File: config.mk
export PLATFORM = sky130hd
export DESIGN_NAME = excitation_current_routing_config
export DESIGN_NICKNAME = d
export VERILOG_FILES = /design/src/core/routing_pkg.sv /design/src/core/line_events_if.sv /design/src/core/bus_line_sampler.sv /design/src/core/excitation_current_routing_config.sv
export SDC_FILE = /design/constraint.sdc
export NUM_CORES = 1
export LEC_CHECK = 0
export BUFFER_PORTS_ARGS = -buffer_cell sky130_fd_sc_hd__clkbuf_2
export CORE_ASPECT_RATIO = 2
export CORE_UTILIZATION = 45
export CTS_CLUSTER_DIAMETER = 80
export DETAILED_ROUTE_END_ITERATION = 6
export SETUP_SLACK_MARGIN = 0.02
export SYNTH_ARGS = -nofsm -noshare
export SYNTH_HDL_FRONTEND = slang
export SYNTH_SLANG_ARGS = --single-unit
File: constraint.sdc
create_clock -name sys_clk -period 4.45 [get_ports sys_clk]
set_clock_uncertainty 0.05 [all_clocks]
set_input_delay 0.89 -clock sys_clk [delete_from_list [all_inputs] [get_ports sys_clk]]
set_output_delay 0.89 -clock sys_clk [all_outputs]
set_load 0.1 [all_outputs]
File: src/core/routing_pkg.sv
// Constants shared by the excitation routing register bank
package routing_pkg;
  // Register pointer values
  localparam logic [7:0] REG_MAGNITUDE_IDX = 8'h02;
  localparam logic [7:0] REG_ROUTING_IDX = 8'h03;
  // Field positions
  localparam int ROUTE1_HI = 7;
  localparam int ROUTE1_LO = 5;
  localparam int ROUTE2_HI = 4;
  localparam int ROUTE2_LO = 2;
  // Route codes
  localparam logic [2:0] ROUTE_OFF = 3'h0;
  localparam logic [2:0] ROUTE_ANALOG_IN_0 = 3'h1;
  localparam logic [2:0] ROUTE_REF_POS_IN = 3'h5;
  localparam logic [2:0] ROUTE_REF_NEG_IN = 3'h6;
  localparam logic [2:0] ROUTE_RSVD = 3'h7;
  // Connect vector: bits 0..3 analog inputs, 4 positive ref, 5 negative ref
  localparam int CONN_W = 6;
  localparam int CONN_REF_POS_IN = 4;
  localparam int CONN_REF_NEG_IN = 5;
  // Magnitude and reset values
  localparam logic [2:0] MAG_OFF = 3'h0;
  localparam logic [2:0] ROUTE_RESET = 3'h0;
  localparam logic [2:0] MAG_RESET = 3'h0;
  localparam logic [1:0] RSVD_READ = 2'h0;
  localparam logic [4:0] MAG_REG_PAD = 5'h00;
  // Bus framing
  localparam logic [3:0] BITS_PER_BYTE = 4'h8;
  localparam logic [3:0] LAST_READ_BIT = 4'h7;
  typedef enum logic [3:0] {
    ST_IDLE, ST_ADDR, ST_ADDR_ACK, ST_PTR, ST_PTR_ACK,
    ST_WDATA, ST_WDATA_ACK, ST_RDATA, ST_RACK
  } bus_state_e;
endpackage
File: src/core/line_events_if.sv
// Sampled serial bus line levels and edge events
`timescale 1ns/1ps
interface line_events_if;
  logic scl_level;
  logic sda_level;
  logic scl_rise;
  logic scl_fall;
  logic start;
  logic stop;
  modport src (output scl_level, sda_level, scl_rise, scl_fall, start, stop);
  modport dst (input scl_level, sda_level, scl_rise, scl_fall, start, stop);
endinterface

File: src/core/bus_line_sampler.sv
// Edge and start/stop detection on the serial bus lines
`timescale 1ns/1ps
module bus_line_sampler (
  // Clock and reset
  input wire logic sys_clk,
  input wire logic reset_n,
  // Bus lines
  input wire logic scl_in,
  input wire logic sda_in,
  // Events
  line_events_if.src ev
);
  logic scl_prev_reg;
  logic sda_prev_reg;
  logic scl_prev_next;
  logic sda_prev_next;

  always_comb begin
    scl_prev_next = scl_in;
    sda_prev_next = sda_in;
  end

  always_ff @(posedge sys_clk or negedge reset_n) begin
    if (!reset_n) begin
      scl_prev_reg <= 1'b1;
      sda_prev_reg <= 1'b1;
    end else begin
      scl_prev_reg <= scl_prev_next;
      sda_prev_reg <= sda_prev_next;
    end
  end

  // At 40 MHz even a 1 MHz bus clock gives many samples per phase
  assign ev.scl_level = scl_in; // see [RULE_06]
  assign ev.sda_level = sda_in;
  assign ev.scl_rise = scl_in & ~scl_prev_reg;
  assign ev.scl_fall = ~scl_in & scl_prev_reg;
  assign ev.start = scl_in & scl_prev_reg & sda_prev_reg & ~sda_in;
  assign ev.stop = scl_in & scl_prev_reg & ~sda_prev_reg & sda_in;
endmodule

File: src/core/excitation_current_routing_config.sv
// Excitation current routing register bank behind a serial bus target port
// Summary of operation
// [RULE_01] Route code of the first source in bits 7:5: 0 off, 1-4 analog inputs, 5/6 refs, 7 reserved.
// [RULE_02] Route code of the second source in bits 4:2 uses the same code assignment.
// [RULE_03] Both route fields are zero after reset, so no source is connected.
// [RULE_04] Bits 1:0 of the routing register read as zero; the controller writes zeros there.
// [RULE_05] The target never drives the clock line, so it never stretches the clock.
// [RULE_06] The target works with standard, fast and fast-plus controllers, master-only included.
// [RULE_07] Two four-level strap pins choose one of sixteen target addresses.
// [RULE_08] The conversion-ready output is open drain and only pulls low.
// [RULE_09] A shared three-bit magnitude field sets both sources, and code zero turns both off.
// [RULE_10] The controller does not write reserved code 7 into a route field.
// [RULE_11] Reading the routing register returns the last written routes with low bits zero.
`timescale 1ns/1ps
module excitation_current_routing_config #(
  // Upper address bits; value is arbitrary
  parameter logic [2:0] ADDR_BASE = 3'h4
) (
  // Clock and reset
  input wire logic sys_clk,
  input wire logic reset_n,
  // Serial bus, clock is input only
  input wire logic scl_in,
  input wire logic sda_in,
  output logic sda_out,
  output logic sda_oe_n,
  // Address straps: 0 ground, 1 supply, 2 data line, 3 clock line
  input wire logic [1:0] addr_strap_lo,
  input wire logic [1:0] addr_strap_hi,
  // Conversion ready pin
  input wire logic result_pending,
  output logic conversion_ready_n_out,
  output logic conversion_ready_oe_n,
  // Excitation source control
  output logic [2:0] excitation_magnitude_sel,
  output logic [5:0] first_excitation_source,
  output logic [5:0] second_excitation_source
);
  line_events_if ev ();

  bus_line_sampler u_sampler (
    .sys_clk(sys_clk),
    .reset_n(reset_n),
    .scl_in(scl_in),
    .sda_in(sda_in),
    .ev(ev)
  );

  routing_pkg::bus_state_e st_reg, st_next;
  logic [3:0] cnt_reg, cnt_next;
  logic [7:0] shift_reg, shift_next;
  logic [7:0] ptr_reg, ptr_next;
  logic rw_reg, rw_next;
  logic nack_reg, nack_next;
  logic oe_n_reg, oe_n_next;
  logic [2:0] first_current_route_sel_reg, first_current_route_sel_next;
  logic [2:0] second_current_route_sel_reg, second_current_route_sel_next;
  logic [2:0] mag_reg, mag_next;
  logic [6:0] addr_reg, addr_next;
  logic strap_taken_reg, strap_taken_next;
  logic ready_oe_n_reg, ready_oe_n_next;
  logic [7:0] read_byte;
  logic [1:0][2:0] route_sel;
  logic [1:0][5:0] conn_reg, conn_next;

  // Readback of the addressed register
  always_comb begin
    if (ptr_reg == routing_pkg::REG_ROUTING_IDX) begin
      read_byte = {first_current_route_sel_reg, second_current_route_sel_reg,
                   routing_pkg::RSVD_READ}; // see [RULE_04] see [RULE_11]
    end else if (ptr_reg == routing_pkg::REG_MAGNITUDE_IDX) begin
      read_byte = {routing_pkg::MAG_REG_PAD, mag_reg};
    end else begin
      read_byte = 8'h00;
    end
  end

  // Bus target protocol and register writes
  always_comb begin
    st_next = st_reg;
    cnt_next = cnt_reg;
    shift_next = shift_reg;
    ptr_next = ptr_reg;
    rw_next = rw_reg;
    nack_next = nack_reg;
    oe_n_next = oe_n_reg;
    first_current_route_sel_next = first_current_route_sel_reg;
    second_current_route_sel_next = second_current_route_sel_reg;
    mag_next = mag_reg;
    if (ev.stop) begin
      st_next = routing_pkg::ST_IDLE;
      oe_n_next = 1'b1;
    end else if (ev.start) begin
      st_next = routing_pkg::ST_ADDR;
      cnt_next = 4'h0;
      oe_n_next = 1'b1;
    end else begin
      case (st_reg)
        routing_pkg::ST_IDLE: begin
          oe_n_next = 1'b1;
        end
        routing_pkg::ST_ADDR, routing_pkg::ST_PTR, routing_pkg::ST_WDATA: begin
          if (ev.scl_rise && cnt_reg != routing_pkg::BITS_PER_BYTE) begin
            shift_next = {shift_reg[6:0], ev.sda_level};
            cnt_next = cnt_reg + 4'h1;
          end else if (ev.scl_fall && cnt_reg == routing_pkg::BITS_PER_BYTE) begin
            cnt_next = 4'h0;
            oe_n_next = 1'b0;
            if (st_reg == routing_pkg::ST_ADDR) begin
              if (shift_reg[7:1] == addr_reg) begin // see [RULE_07]
                rw_next = shift_reg[0];
                st_next = routing_pkg::ST_ADDR_ACK;
              end else begin
                oe_n_next = 1'b1;
                st_next = routing_pkg::ST_IDLE;
              end
            end else if (st_reg == routing_pkg::ST_PTR) begin
              ptr_next = shift_reg;
              st_next = routing_pkg::ST_PTR_ACK;
            end else begin
              st_next = routing_pkg::ST_WDATA_ACK;
              if (ptr_reg == routing_pkg::REG_ROUTING_IDX) begin
                // Low two bits are dropped; they read back as zero
                first_current_route_sel_next =
                  shift_reg[routing_pkg::ROUTE1_HI:routing_pkg::ROUTE1_LO]; // see [RULE_01]
                second_current_route_sel_next =
                  shift_reg[routing_pkg::ROUTE2_HI:routing_pkg::ROUTE2_LO]; // see [RULE_02]
              end else if (ptr_reg == routing_pkg::REG_MAGNITUDE_IDX) begin
                mag_next = shift_reg[2:0]; // see [RULE_09]
              end
            end
          end
        end
        routing_pkg::ST_ADDR_ACK, routing_pkg::ST_PTR_ACK, routing_pkg::ST_WDATA_ACK: begin
          if (ev.scl_fall) begin
            if (st_reg == routing_pkg::ST_ADDR_ACK && rw_reg) begin
              shift_next = read_byte;
              oe_n_next = read_byte[7];
              cnt_next = 4'h0;
              st_next = routing_pkg::ST_RDATA;
            end else begin
              oe_n_next = 1'b1;
              st_next = (st_reg == routing_pkg::ST_ADDR_ACK) ? routing_pkg::ST_PTR
                                                             : routing_pkg::ST_WDATA;
            end
          end
        end
        routing_pkg::ST_RDATA: begin
          if (ev.scl_fall) begin
            if (cnt_reg == routing_pkg::LAST_READ_BIT) begin
              oe_n_next = 1'b1;
              st_next = routing_pkg::ST_RACK;
            end else begin
              shift_next = {shift_reg[6:0], 1'b0};
              oe_n_next = shift_reg[6];
              cnt_next = cnt_reg + 4'h1;
            end
          end
        end
        routing_pkg::ST_RACK: begin
          if (ev.scl_rise) begin
            nack_next = ev.sda_level;
          end else if (ev.scl_fall) begin
            if (nack_reg) begin
              st_next = routing_pkg::ST_IDLE;
            end else begin
              shift_next = read_byte;
              oe_n_next = read_byte[7];
              cnt_next = 4'h0;
              st_next = routing_pkg::ST_RDATA;
            end
          end
        end
        default: begin
          st_next = routing_pkg::ST_IDLE;
          oe_n_next = 1'b1;
        end
      endcase
    end
  end

  // Strap capture once after reset release; ready pin only ever pulls low
  always_comb begin
    strap_taken_next = 1'b1;
    addr_next = strap_taken_reg ? addr_reg
                                : {ADDR_BASE, addr_strap_hi, addr_strap_lo}; // see [RULE_07]
    ready_oe_n_next = ~result_pending; // see [RULE_08]
  end

  // Route decoding per source
  assign route_sel[0] = first_current_route_sel_reg;
  assign route_sel[1] = second_current_route_sel_reg;
  for (genvar i = 0; i < 2; i++) begin : g_src
    always_comb begin
      conn_next[i] = '0;
      // Reserved code leaves the source unconnected, see [RULE_10]
      if (mag_reg != routing_pkg::MAG_OFF && route_sel[i] != routing_pkg::ROUTE_OFF &&
          route_sel[i] != routing_pkg::ROUTE_RSVD) begin // see [RULE_01] see [RULE_02]
        conn_next[i][3'(route_sel[i] - routing_pkg::ROUTE_ANALOG_IN_0)] = 1'b1; // see [RULE_09]
      end
    end
  end

  always_ff @(posedge sys_clk or negedge reset_n) begin
    if (!reset_n) begin
      st_reg <= routing_pkg::ST_IDLE;
      cnt_reg <= 4'h0;
      shift_reg <= 8'h00;
      ptr_reg <= 8'h00;
      rw_reg <= 1'b0;
      nack_reg <= 1'b0;
      oe_n_reg <= 1'b1;
      first_current_route_sel_reg <= routing_pkg::ROUTE_RESET; // see [RULE_03]
      second_current_route_sel_reg <= routing_pkg::ROUTE_RESET; // see [RULE_03]
      mag_reg <= routing_pkg::MAG_RESET;
      addr_reg <= 7'h00;
      strap_taken_reg <= 1'b0;
      ready_oe_n_reg <= 1'b1;
      conn_reg <= '0;
    end else begin
      st_reg <= st_next;
      cnt_reg <= cnt_next;
      shift_reg <= shift_next;
      ptr_reg <= ptr_next;
      rw_reg <= rw_next;
      nack_reg <= nack_next;
      oe_n_reg <= oe_n_next;
      first_current_route_sel_reg <= first_current_route_sel_next;
      second_current_route_sel_reg <= second_current_route_sel_next;
      mag_reg <= mag_next;
      addr_reg <= addr_next;
      strap_taken_reg <= strap_taken_next;
      ready_oe_n_reg <= ready_oe_n_next;
      conn_reg <= conn_next;
    end
  end

  // Both pins only ever pull low
  assign sda_out = 1'b0; // see [RULE_08]
  assign conversion_ready_n_out = 1'b0; // see [RULE_08]
  assign sda_oe_n = oe_n_reg; // see [RULE_05]
  assign conversion_ready_oe_n = ready_oe_n_reg;
  assign excitation_magnitude_sel = mag_reg;
  assign first_excitation_source = conn_reg[0];
  assign second_excitation_source = conn_reg[1];

  // Checks
  logic boot_reg;
  logic [2:0] shift_route1;
  always_ff @(posedge sys_clk or negedge reset_n) begin
    if (!reset_n) begin
      boot_reg <= 1'b0;
    end else begin
      boot_reg <= 1'b1;
    end
  end
  assign shift_route1 = shift_reg[7:5];
endmodule

==> run metrics <==
CTS Buffer Depth=2; All-Layer GR Usage=0.236; Slowest Stage Delay on Critical Path=0.57 ns; RSZ-0062 raised after global routing=no; Place WS=1.75 ns; commonest non-fill, non-tap cell in the layout=dfrtp_1; area growth from synthesis to layout=15.4%; Crit Path Max Fanout=16; DR iter-0 viols=94; number of global-route vias before repair=2288; Final GP Congestion=0.972; core area=0.00636 mm^2; Setup Viol. Count Final=0; TritonCTS Sinks=57; Final Max Tran Viols=0; design area=0.00344 mm^2; overall die height=117 um; Post-synth ARST share=1.00; # DRC=0; fin util=0.541; Vias=2181; peak supply drop=0.000284 V; Synth Register Bits=57; commonest non-fill, non-tap cells in the layout=dfrtp_1 (53), clkbuf_2 (25), nand2_1 (23), mux2_2 (17); CTS tree=built; FP Rows=41; drt first pass iters=4; register area share after synthesis=0.480; Die ar.=0.00697 mm^2; Top FF cell, synth=dfrtp_1; EDFF count, synth=0; CTS buffer count=9; Synth cell types=57; Post CTS Setup Buffer Count=0; max cap viols=0; Worst Path Arrival=2.70 ns; setup TNS after final layout=0 ns; H-tree Lvls=3; clock latency on the worst-skew pair=0.32 ns; crit path capture type=flop; Root Buffer=clkbuf_16; slowest stage cell, crit path=dfrtp_1; largest net degree at the start of global routing=36; crit start category=flop; pwr dens=541 mW/mm^2; min Tclk post-route=2.54 ns; synth warn=0; CTS clk-pin slew, worst paths=0.05 ns; Seq. cell area=0.00143 mm^2; Die W=59.5 um; final hold vios=0; Post-DP Area=0.00318 mm^2; CTS-repair resized insts=0; Tcrit/Tclk final=0.572; Cells after Synth=267; first-pass GRT wire length=11.4 mm; Buffers & Inverters on Critical Path=0; initial antenna violation count=0; outcome=finished, final reports clean; Hold-fix buffers, CTS=0; Tightest Hold Check Type=flop to flop; WS Path Type=flop to flop; Slew headroom=0.567; Post-Syn Area per Cell=11.2 um^2; n_diodes=0; mapped cell area=0.00298 mm^2; Layout fillers=602; Initial Utilization=0.469; DRT Wirelength=7.07 mm; WL/cell=18.3 um; multi-input combinational cell area=0.00145 mm^2; layout cells sized above 1=0.259; cells along the critical path=nand2b_1, a211oi_2, o2111ai_4, nor3_4, mux2_4; Ports=28; vias per cell=5.64; Antenna Nets Post-Route=0; total grt overflow=0; CP top delay family=simple AND/OR/NAND/NOR gates; Worst Tran Pin Value=0.648 ns; final worst setup slack=1.91 ns; placed wire-length estimate=5.50 mm; Max Clk Rate=393 MHz; number of buffers inserted by port buffering=25; Req. time, crit path=4.61 ns; Nets=314; Pleak=0.00156 uW
[cells in the mapped netlist (2+ instances only)]
master	count	area [um^2]
a2111oi_0	2	17.5
a211oi_1	4	30.0
a211oi_2	2	25.0
a21oi_1	3	15.0
a221oi_1	2	17.5
a22o_1	6	52.6
a31oi_1	2	12.5
and2_1	2	12.5
and2b_1	2	15.0
buf_2	5	25.0
buf_4	3	22.5
conb_1	2	7.51
dfrtp_1	53	1330
dfstp_2	4	105
ha_1	8	100
inv_1	15	56.3
mux2_2	17	191
mux2_4	7	105
mux2i_1	2	20.0
nand2_1	23	86.3
nand2b_1	6	37.5
nand3_1	6	30.0
nand3b_1	4	30.0
nand4_1	2	12.5
nand4b_1	3	26.3
nor2_1	15	56.3
nor2b_1	6	37.5
nor3_1	11	55.1
nor3b_1	2	15.0
o211ai_1	2	15.0
o21a_1	3	22.5
o21ai_0	8	40.0
o221ai_1	4	35.0
or3_1	2	12.5
xnor2_1	5	43.8
xor2_1	3	26.3
[kinds of logic (layout without fill, tap and decap cells)]
logic type               count (synthesis)  after routing  synth area share
other                                    2              3           0.00252
buffers and inverters                   23             56            0.0348
AO/OA/AOI/OAI                           47             47             0.130
multiplexers                            27             27             0.110
adder cells (fa/ha/maj)                  8              8            0.0336
AND/OR/NAND/NOR                         95             95             0.186
flip-flops                              57             57             0.480
XOR/XNOR                                 8              8            0.0235
[per-layer routing]
layer | up-vias | global-route usage | part of all wire
li1 | 1017 | - | -
met4 | 0 | 0.184 | 0.069
met2 | 70 | 0.432 | 0.56
met3 | 34 | 0.0418 | 0.032
met1 | 1060 | 0.220 | 0.34
met5 | - | 0 | 0
[worst reg2reg max path, stage by stage (launching register included)]
cell	delay (ns)
dfrtp_1	0.57
nand2b_1	0.30
a211oi_2	0.44
o2111ai_4	0.19
nor3_4	0.53
mux2_4	0.35
[power breakdown]
group | total (uW) | internal (uW) | leakage (uW) | switching [uW]
sequential | 735 | 591 | 0.000736 | 144
combinational | 528 | 240 | 0.000689 | 289
clock | 597 | 382 | 0.000135 | 215
[metrics by stage]
stage	hold slack [ns]	power, uW	instances
final	0.443	1860	387
after global routing	0.462	1950	387
after CTS	0.440	1870	387
after detailed placement	0.421	1270	372
after global placement	0.415	1270	372
after floorplan	0.401	1130	268
[final cells by class]
| class | count | share of cell area |
|---|---|---|
| Multi-Input combinational cell | 188 | 0.421 |
| Sequential cell | 57 | 0.416 |
| Clock buffer | 11 | 0.0706 |
| Timing Repair Buffer | 26 | 0.0386 |
| Tap cell | 86 | 0.0313 |
| Inverter | 15 | 0.0164 |
| Clock inverter | 4 | 0.00582 |
[path summary, 6_finish.rpt]
check	startpoint	to	slack, ns	cells past startpoint
min in group asynchronous	reset_n	ptr_reg[5]$_DFFE_PN0P_	0.51	1
max in group asynchronous	reset_n	second_excitation_source[3]$_DFF_PN0_	2.99	2
worst max-delay path	st_reg[1]$_DFFE_PN0P_	shift_reg[0]$_DFFE_PN0P_	1.91	5
worst min-delay path	ptr_reg[2]$_DFFE_PN0P_	ptr_reg[2]$_DFFE_PN0P_	0.44	2
worst max register to register	st_reg[1]$_DFFE_PN0P_	shift_reg[0]$_DFFE_PN0P_	1.91	5
worst min register to register	ptr_reg[2]$_DFFE_PN0P_	ptr_reg[2]$_DFFE_PN0P_	0.44	2
No activity file was read; power rests on OpenSTA's default activity.
